[config.mk]
export PLATFORM = sky130hd
export DESIGN_NAME = tcc_timer_ctrl
export DESIGN_NICKNAME = d
export VERILOG_FILES = /design/src/hdl/tcc_pkg.sv /design/src/hdl/tcc_timer_ctrl.sv /design/src/hdl/tcc_sync_edge.sv
export SDC_FILE = /design/constraint.sdc
export NUM_CORES = 1
export LEC_CHECK = 0
export ABC_AREA = 1
export BUFFER_PORTS_ARGS = -buffer_cell sky130_fd_sc_hd__buf_2
export CAP_MARGIN = 20
export CORE_MARGIN = 1.5
export CORE_UTILIZATION = 45
export CTS_CLUSTER_DIAMETER = 120
export DETAILED_ROUTE_END_ITERATION = 10
export PLACE_DENSITY = 0.76
export SETUP_SLACK_MARGIN = 0.3
export SYNTH_ARGS = -nofsm -noshare
export SYNTH_HDL_FRONTEND = slang
export SYNTH_SLANG_ARGS = --single-unit
export TNS_END_PERCENT = 50
[constraint.sdc]
create_clock -name ref_clk_in -period 1.9 [get_ports ref_clk_in]
set_input_delay 0.38 -clock ref_clk_in [delete_from_list [all_inputs] [get_ports ref_clk_in]]
set_output_delay 0.38 -clock ref_clk_in [all_outputs]
set_load 0.02 [all_outputs]
[src/hdl/tcc_pkg.sv]
/*
  Shared constants and types for the cascadable 8-bit timer control block:
  register offsets, field layout of the unit-3 control register, clock
  source and mode codes, prescaler taps.
  Assumes: one 40 MHz system clock, APB register access.
*/
package tcc_pkg;

  // Register byte addresses on the APB bus
  localparam logic [7:0] ADDR_U3_CTRL = 8'h00;  // Unit-3 control
  localparam logic [7:0] ADDR_U4_CTRL = 8'h04;  // Unit-4 run and preset
  localparam logic [7:0] ADDR_SYS_CTRL = 8'h08;  // Tap select, sleep flag
  localparam logic [7:0] ADDR_STATUS = 8'h0c;  // Running, flop, count

  // Field positions in the unit-3 control register
  localparam int U3_PRESET_BIT = 7;
  localparam int U3_CLK_LSB = 4;
  localparam int U3_RUN_BIT = 3;
  localparam int U3_MODE_LSB = 0;

  // Unit-4 control and system control bit positions
  localparam int U4_RUN_BIT = 0;
  localparam int U4_PRESET_BIT = 1;
  localparam int SYS_TAP_BIT = 0;
  localparam int SYS_SLEEP_BIT = 1;

  // Reset values
  localparam logic [7:0] U3_CTRL_RST = 8'h00;

  // Clock source codes
  localparam logic [2:0] CK_SLOWEST = 3'h0;  // fc/2^11 or fs/2^3
  localparam logic [2:0] CK_DIV7 = 3'h1;
  localparam logic [2:0] CK_DIV5 = 3'h2;
  localparam logic [2:0] CK_DIV3 = 3'h3;
  localparam logic [2:0] CK_LOW = 3'h4;
  localparam logic [2:0] CK_DIV1 = 3'h5;
  localparam logic [2:0] CK_HIGH = 3'h6;
  localparam logic [2:0] CK_PIN = 3'h7;

  // Mode codes
  localparam logic [2:0] MD_TIMER = 3'h0;
  localparam logic [2:0] MD_DIVOUT = 3'h1;
  localparam logic [2:0] MD_PWM = 3'h2;
  localparam logic [2:0] MD_CASCADE = 3'h3;

  // Prescaler taps (bit index of the free-running divider)
  localparam int TAP_11 = 10;
  localparam int TAP_7 = 6;
  localparam int TAP_5 = 4;
  localparam int TAP_3 = 2;
  localparam int TAP_1 = 0;
  localparam int LOW_TAP_3 = 2;

  // Unit-3 control register layout
  typedef struct packed {
    logic preset;  // Output flop preset, top bit
    logic [2:0] clock_select;
    logic run;
    logic [2:0] mode_select;
  } tcc_ctrl_s;

  // Effective settings handed to the counter
  typedef struct packed {
    logic run;
    logic preset;
    logic [2:0] clock_select;
    logic [2:0] mode_select;
  } tcc_eff_s;

endpackage

[src/hdl/tcc_timer_ctrl.sv]
/*
  Control logic of the cascadable 8-bit timer unit 3: APB register access,
  run/stop with counter clear, source clock selection from a prescaler,
  the low clock or the count pin, mode selection and output flop preset.
  In cascade mode run and preset come from the unit-4 bits.
  Assumes: APB master on ref_clk_in; pins and low clock are asynchronous.
*/
// How it works
// Run bit 0 stops and clears, 1 counts
// Clock code picks prescaler tap, low clock, pin
// Undivided fast clock in sleep: warm-up only
// Mode code picks timer, divider, PWM, cascade
// Software keeps settings fixed while running
// Settings accepted on the starting write
// Cascade needs unit-3 mode fixed at 011
// Cascade count source from unit-3 clock code
// Cascade run and preset from unit 4
// Unit-4 period kept fixed while running
// Unit-4 pulse width changes only in PWM
// Preset bit loads output flop on start
// Synchronous registers, pin synchronised before counting
`timescale 1ns/100ps
`default_nettype none
module tcc_timer_ctrl
#(
  parameter int CNT_W = 8,  // Counter width
  parameter int DIV_W = 11  // Prescaler width
)
(
  input wire logic ref_clk_in,
  input wire logic rst_n_in,
  input wire logic psel_in,
  input wire logic penable_in,
  input wire logic pwrite_in,
  input wire logic [7:0] paddr_in,
  input wire logic [31:0] pwdata_in,
  output logic [31:0] prdata_out,
  output logic pready_out,
  output logic pslverr_out,
  input wire logic count_pin_in,
  input wire logic low_clk_in,
  output logic count_tick_out,
  output logic [CNT_W-1:0] count_out,
  output logic flop_out,
  output logic [2:0] mode_out
);

  localparam int LOW_W = 3;  // Low-clock divider width

  tcc_pkg::tcc_ctrl_s u3_ctrl_ff;  // Unit-3 control register incl. preset
  logic u4_run_ff;  // Unit-4 run bit
  logic u4_preset_ff;  // Unit-4 flop preset bit
  logic tap_sel_ff;  // Prescaler tap select
  logic sleep_ff;  // Low-speed sleep state flag
  logic [DIV_W-1:0] div_ff;  // Free-running prescaler
  logic [LOW_W-1:0] low_div_ff;  // Divider on the low clock
  logic running_ff;  // Effective run state, last cycle
  logic [31:0] prdata_ff;  // Read data register
  logic pready_ff;  // Access-phase ready
  logic tick_ff;  // Registered count tick
  logic [CNT_W-1:0] cnt_ff;  // Counter
  logic flop_ff;  // Timer output flop
  logic [2:0] mode_ff;  // Registered mode output

  logic pin_rise;  // Synced pin edge
  logic low_rise;  // Synced low clock edge
  logic [DIV_W-1:0] nxt_div;  // Next prescaler value
  logic [LOW_W-1:0] nxt_low_div;  // Next low divider value
  logic setup_wr;  // Write taken this edge
  logic setup_rd;  // Read taken this edge
  logic tick;  // One-cycle count enable
  tcc_pkg::tcc_eff_s eff;  // Effective control
  tcc_pkg::tcc_ctrl_s wr_ctrl;  // Control field view of write data

  // Pin and low clock cross in through two flops each; see
  tcc_sync_edge u_pin_sync
  (
    .clk_in(ref_clk_in),
    .rst_n_in(rst_n_in),
    .async_in(count_pin_in),
    .level_out(),
    .rise_out(pin_rise)
  );

  tcc_sync_edge u_low_sync
  (
    .clk_in(ref_clk_in),
    .rst_n_in(rst_n_in),
    .async_in(low_clk_in),
    .level_out(),
    .rise_out(low_rise)
  );

  // APB write taken at the edge where the access phase completes, read one edge earlier
  assign setup_wr = psel_in & penable_in & pready_ff & pwrite_in;
  assign setup_rd = psel_in & penable_in & ~pready_ff & ~pwrite_in;
  assign wr_ctrl = tcc_pkg::tcc_ctrl_s'(pwdata_in[7:0]);

  // Ready raised one cycle into the access phase
  always_ff @(posedge ref_clk_in)
  begin
    if (!rst_n_in)
    begin
      pready_ff <= 1'b0;
    end
    else
    begin
      pready_ff <= psel_in & penable_in & ~pready_ff;
    end
  end

  // Unit-3 control: while running only the run bit changes; see
  always_ff @(posedge ref_clk_in)
  begin
    if (!rst_n_in)
    begin
      u3_ctrl_ff <= tcc_pkg::tcc_ctrl_s'(tcc_pkg::U3_CTRL_RST);
    end
    else if (setup_wr && paddr_in == tcc_pkg::ADDR_U3_CTRL)
    begin
      if (!u3_ctrl_ff.run)
      begin
        // Stopped: every field loads, incl. on the starting write; see
        u3_ctrl_ff <= wr_ctrl;
      end
      else
      begin
        // Running: settings frozen, run bit still writable; see
        u3_ctrl_ff.run <= pwdata_in[tcc_pkg::U3_RUN_BIT];
      end
    end
  end

  // Unit-4 run/preset and system control bits
  always_ff @(posedge ref_clk_in)
  begin
    if (!rst_n_in)
    begin
      u4_run_ff <= 1'b0;
      u4_preset_ff <= 1'b0;
      tap_sel_ff <= 1'b0;
      sleep_ff <= 1'b0;
    end
    else if (setup_wr)
    begin
      if (paddr_in == tcc_pkg::ADDR_U4_CTRL)
      begin
        u4_run_ff <= pwdata_in[tcc_pkg::U4_RUN_BIT];
        if (!u4_run_ff)
        begin
          // Preset only taken while unit 4 is stopped
          u4_preset_ff <= pwdata_in[tcc_pkg::U4_PRESET_BIT];
        end
      end
      if (paddr_in == tcc_pkg::ADDR_SYS_CTRL)
      begin
        tap_sel_ff <= pwdata_in[tcc_pkg::SYS_TAP_BIT];
        sleep_ff <= pwdata_in[tcc_pkg::SYS_SLEEP_BIT];
      end
    end
  end

  // Effective control: cascade takes run/preset from unit 4
  always_comb
  begin
    eff.clock_select = u3_ctrl_ff.clock_select;
    eff.mode_select = u3_ctrl_ff.mode_select;
    if (u3_ctrl_ff.mode_select == tcc_pkg::MD_CASCADE)
    begin
      eff.run = u4_run_ff;
      eff.preset = u4_preset_ff;
    end
    else
    begin
      eff.run = u3_ctrl_ff.run;
      eff.preset = u3_ctrl_ff.preset;
    end
  end

  // Prescalers on the fast and low clocks
  assign nxt_div = div_ff + DIV_W'(1);
  assign nxt_low_div = low_div_ff + LOW_W'(1);

  always_ff @(posedge ref_clk_in)
  begin
    if (!rst_n_in)
    begin
      div_ff <= '0;
      low_div_ff <= '0;
    end
    else
    begin
      div_ff <= nxt_div;
      if (low_rise)
      begin
        low_div_ff <= nxt_low_div;
      end
    end
  end

  // Source selection: a tick on the carry into the chosen tap; see
  always_comb
  begin
    unique case (eff.clock_select)
      tcc_pkg::CK_SLOWEST:
        if (tap_sel_ff || sleep_ff)
          tick = low_rise && (&low_div_ff);
        else
          tick = &div_ff[tcc_pkg::TAP_11:0];
      tcc_pkg::CK_DIV7: tick = &div_ff[tcc_pkg::TAP_7:0];
      tcc_pkg::CK_DIV5: tick = &div_ff[tcc_pkg::TAP_5:0];
      tcc_pkg::CK_DIV3: tick = &div_ff[tcc_pkg::TAP_3:0];
      tcc_pkg::CK_LOW: tick = low_rise;
      tcc_pkg::CK_DIV1: tick = div_ff[tcc_pkg::TAP_1];
      // Undivided clock; in sleep usable only for warm-up, see
      tcc_pkg::CK_HIGH: tick = 1'b1;
      tcc_pkg::CK_PIN: tick = pin_rise;
    endcase
  end

  // Counter: stop clears it, run counts on ticks; see
  always_ff @(posedge ref_clk_in)
  begin
    if (!rst_n_in)
    begin
      cnt_ff <= '0;
      tick_ff <= 1'b0;
      running_ff <= 1'b0;
    end
    else
    begin
      running_ff <= eff.run;
      tick_ff <= eff.run & tick;
      if (!eff.run)
        cnt_ff <= '0;
      else if (tick)
        cnt_ff <= cnt_ff + CNT_W'(1);
    end
  end

  // Output flop follows the preset while stopped and at start; see
  always_ff @(posedge ref_clk_in)
  begin
    if (!rst_n_in)
    begin
      flop_ff <= 1'b0;
      mode_ff <= tcc_pkg::MD_TIMER;
    end
    else
    begin
      mode_ff <= eff.mode_select;
      if (!running_ff)
        flop_ff <= eff.preset;
    end
  end

  // Read data, registered during the access phase
  always_ff @(posedge ref_clk_in)
  begin
    if (!rst_n_in)
    begin
      prdata_ff <= '0;
    end
    else if (setup_rd)
    begin
      unique case (paddr_in)
        tcc_pkg::ADDR_U3_CTRL:
          prdata_ff <= {24'h000000, u3_ctrl_ff};
        tcc_pkg::ADDR_U4_CTRL:
          prdata_ff <= {30'h0, u4_preset_ff, u4_run_ff};
        tcc_pkg::ADDR_SYS_CTRL:
          prdata_ff <= {30'h0, sleep_ff, tap_sel_ff};
        tcc_pkg::ADDR_STATUS:
          prdata_ff <= {22'h0, flop_ff, running_ff, 8'(cnt_ff)};
        default: prdata_ff <= '0;
      endcase
    end
  end

  assign prdata_out = prdata_ff;
  assign pready_out = pready_ff;
  assign pslverr_out = 1'b0;
  assign count_tick_out = tick_ff;
  assign count_out = cnt_ff;
  assign flop_out = flop_ff;
  assign mode_out = mode_ff;

endmodule
`default_nettype wire

[src/hdl/tcc_sync_edge.sv]
/*
  Two-flop synchroniser with rising-edge pulse, for the external count pin
  and the low-frequency clock input.
  Assumes: input is asynchronous to clk_in.
*/
`timescale 1ns/100ps
`default_nettype none
module tcc_sync_edge
(
  input wire logic clk_in,
  input wire logic rst_n_in,
  input wire logic async_in,
  output logic level_out,
  output logic rise_out
);

  logic meta_ff;  // First stage, read only by the second
  logic sync_ff;  // Second stage
  logic last_ff;  // Previous synced value for edge detect

  // Synchroniser chain
  always_ff @(posedge clk_in)
  begin
    if (!rst_n_in)
    begin
      meta_ff <= 1'b0;
      sync_ff <= 1'b0;
      last_ff <= 1'b0;
    end
    else
    begin
      meta_ff <= async_in;
      sync_ff <= meta_ff;
      last_ff <= sync_ff;
    end
  end

  // Outputs from the later stages only
  assign level_out = sync_ff;
  assign rise_out = sync_ff & ~last_ff;

endmodule
`default_nettype wire

==> flow_metrics.py <==
metrics = {
    "outcome": {
        "outcome": "finished, final reports clean",
    },
    "floorplan": {
        "ios": 94,
        "initial_core_util_pct": 46.7,
        "rows": 29,
        "die_h_um": 84.1,
        "coreArea_um2": 6350,
        "die_w_um": 84.1,
        "dieArea_um2": 7080,
    },
    "synthesis": {
        "yosysSeqAreaShare_pct": 38.5,
        "syn_inst": 408,
        "ys_ff_latch": 57,
        "yosys_warnings": 0,
        "syn-cell-area_um2": 2960,
        "syn_area_per_cell_um2": 7.26,
        "synth_cell_types": 34,
    },
    "power": {
        "vdd_drop_max_v": 0.000490,
        "clkPwrFrac_pct": 44.3,
        "power_density_nw_per_um2": 712,
        "p_seq_share_pct": 49.8,
        "sw_frac_of_total_pct": 22.9,
        "combPwrFrac_pct": 5.8,
        "p_int_mw": 1.89,
        "p_switching_uw": 561,
        "p_leak_nw": 1.70,
        "power_mw": 2.45,
    },
    "placed_design": {
        "place.gp.congestion": 0.828,
        "port_buffers": 46,
        "place_hpwl_um": 4420,
        "preCtsSetupSlack_ns": 0.124,
    },
    "cts": {
        "clk_latency_ns": 0.34,
        "htreeDepth": 3,
        "clock-root-buffer": "clkbuf_8",
        "ctsHoldBuffers": 0,
        "clk_pin_slew_ns": 0.06,
        "max-clock-path-buffers": 2,
        "cts_buffers": 9,
        "cts_tree": "done",
        "clkSinkCount": 57,
    },
    "sta": {
        "skew_ns": 0.00790,
        "post-route-period-util_pct": 82.8,
        "setup_violations": 0,
        "finalHoldViolations": 0,
        "slew_violations": 0,
        "clock.fmax_mhz": 636,
        "tns_ns": 0,
        "period_needed_ns": 1.57,
        "rsz0062_at_grt": "true",
        "layout_setup_ws_ns": 0.327,
    },
    "routing": {
        "antenna_left": 0,
        "viasPerCell": 4.82,
        "drtIter0Drc": 136,
        "wl_per_cell_um": 11.1,
        "drt_wl_total_um": 5990,
        "drcViolationCount": 0,
        "firstDrtPassIters": 4,
        "vias": 2614,
    },
    "critical_path": {
        "crit_chain": "ha_4 -> nand3_4 -> inv_4 -> ha_4 -> inv_2 -> nand2_2 -> nand2_2 -> nand2_1 -> nand2_1 -> nand2_1 -> inv_2 -> nand2_4 -> nand2_8 -> nor2_4 -> nor2_2",
        "cp-start-kind": "flop",
        "cp-end-kind": "flop",
        "required_ns": 2.13,
        "cpMostUsedCell": "nand2_1",
        "crit_fanout": 7,
        "crit_path_top_delay_cell": "dfxtp_2",
        "critPathKind": "reg -> reg",
        "slowest_delay_ns": 0.35,
        "arrival_ns": 1.80,
    },
    "finish": {
        "antenna_cells": 0,
        "area_growth_syn_to_layout_pct": 16.1,
        "nNetsFinal": 513,
        "fin_util_pct": 54.2,
        "layout-drive-gt1-share_pct": 24.3,
    },
    "flow_run": {
        "maxCapViolCount": 0,
    },
    "grt": {
        "grt_usage_pct": 18.1,
        "grt_pass1_vias": 2392,
        "grt_max_degree": 30,
        "grt_overflow": 0,
        "antenna_found_initial": 0,
        "grt_pass1_wl_um": 10300,
    },
    "hold_path": {
        "hold_path_class": "in -> reg",
    },
}
[synth_stat cells]
| library cell | instances | area, µm² |
|---|---|---|
| a21oi_1 | 22 | 110 |
| a31oi_1 | 1 | 6.26 |
| conb_1 | 1 | 3.75 |
| nand3_2 | 3 | 30.0 |
| o21ai_2 | 1 | 8.76 |
| clkinv_1 | 2 | 7.51 |
| clkbuf_1 | 3 | 11.3 |
| nand2_4 | 2 | 22.5 |
| nor2_8 | 2 | 40.0 |
| nor3_4 | 1 | 16.3 |
| inv_1 | 49 | 184 |
| a211oi_1 | 1 | 7.51 |
| buf_6 | 3 | 33.8 |
| buf_4 | 23 | 173 |
| xnor2_1 | 1 | 8.76 |
| nand3_4 | 1 | 17.5 |
| nor2_1 | 44 | 165 |
| nor2_2 | 13 | 81.3 |
| nand4_1 | 6 | 37.5 |
| o21ai_0 | 23 | 115 |
| nor3_2 | 2 | 20.0 |
| nand2_2 | 6 | 37.5 |
| nor3_1 | 4 | 20.0 |
| nor2_4 | 2 | 22.5 |
| inv_4 | 1 | 6.26 |
| o21ai_1 | 3 | 15.0 |
| dfxtp_1 | 57 | 1140 |
| buf_2 | 2 | 10.0 |
| xor2_1 | 6 | 52.6 |
| inv_2 | 4 | 15.0 |
| ha_1 | 6 | 75.1 |
| nand3_1 | 32 | 160 |
| nand2_1 | 80 | 300 |
| o211ai_1 | 1 | 7.51 |
[area by class of cell]
class,count,area (µm²)
Fill cell,635,2910
Multi-Input combinational cell,286,1530
Sequential cell,57,1150
Timing Repair Buffer,50,260
Inverter,56,215
Clock buffer,13,149
Tap cell,77,96.3
Clock inverter,3,40.0
[routing by layer]
| metal | global-route usage, % | share of wire (%) | vias up |
|---|---|---|---|
| met5 | 0 | 0 | - |
| met4 | 7.30 | 1.5 | 0 |
| met3 | 5.41 | 5.4 | 8 |
| met2 | 31.3 | 49 | 75 |
| met1 | 20.9 | 44 | 1183 |
| li1 | - | - | 1348 |
[repair_timing]
item / CTS / global route
pin swaps: 5 / 7
setup buffers: 1 / 0
gates resized for setup: 8 / 11
setup endpoints to repair: 9 / 9
gates cloned: 0 / 0
[critical path: cells and delay by family, from the launching register on]
kind | cells | cell delay (ns)
buffers and inverters | 3 | 0.15
AND/OR/NAND/NOR | 10 | 0.68
flip-flops | 1 | 0.35
adder cells (fa/ha/maj) | 2 | 0.27
[cells by family (layout without fill, tap and decap cells)]
kind of cell / count (synthesis) / count (layout) / synth area share [%]
compound gates: 52 / 52 / 9.12
xor+xnor: 7 / 7 / 2.07
fa+ha+maj: 6 / 6 / 2.53
buf+inv: 87 / 122 / 14.9
flops: 57 / 57 / 38.5
other cells: 1 / 23 / 0.127
simple gates: 198 / 198 / 32.8
[final timing paths]
check / from / endpoint / slack [ns] / cells after the start
min reg2reg: u_pin_sync.meta_ff / u_pin_sync.level_out / 0.41 / 2
max: div_ff[0] / count_out[4] / 0.33 / 15
min: low_clk_in / u_low_sync.meta_ff / 0.22 / 3
max reg2reg: div_ff[0] / count_out[4] / 0.33 / 15
[state kept, by name, summed over array words and instances (netlist names), 2 cells and up]
register,count
div_ff,11
prdata_out,10
count_out,8
eff,6
low_div_ff,3
mode_out,3
u3_ctrl_ff,2
[cell usage in the layout (no fill, tap or decap), drive strengths merged, types with 4 or more instances in the layout]
cell type  instances
nor2              61
clkinv             4
nand2             88
dfxtp             57
conb              23
a21oi             22
xor2               6
nand4              6
ha                 6
o21ai             27
buf               50
nor3               7
inv               54
clkbuf            13
nand3             36
[power by group through the flow]
stage	registers (mW)	logic [mW]	clock network (mW)
6_report	1.22	0.143	1.09
5_1_grt	1.22	0.162	1.17
4_1_cts	1.22	0.142	1.12
3_5_place_dp	1.25	0.136	0
3_3_place_gp	1.24	0.132	0
2_1_floorplan	1.24	0.129	0
[per-stage QoR]
stage               hold slack, ns  instance area, µm²  std cells
floorplan                    0.390                3050        430
detailed placement           0.400                3170        525
global route                 0.240                3440        542
global placement             0.394                3170        525
finish                       0.221                3440        542
CTS                          0.203                3400        542
No activity file was read; power rests on OpenSTA's default activity.
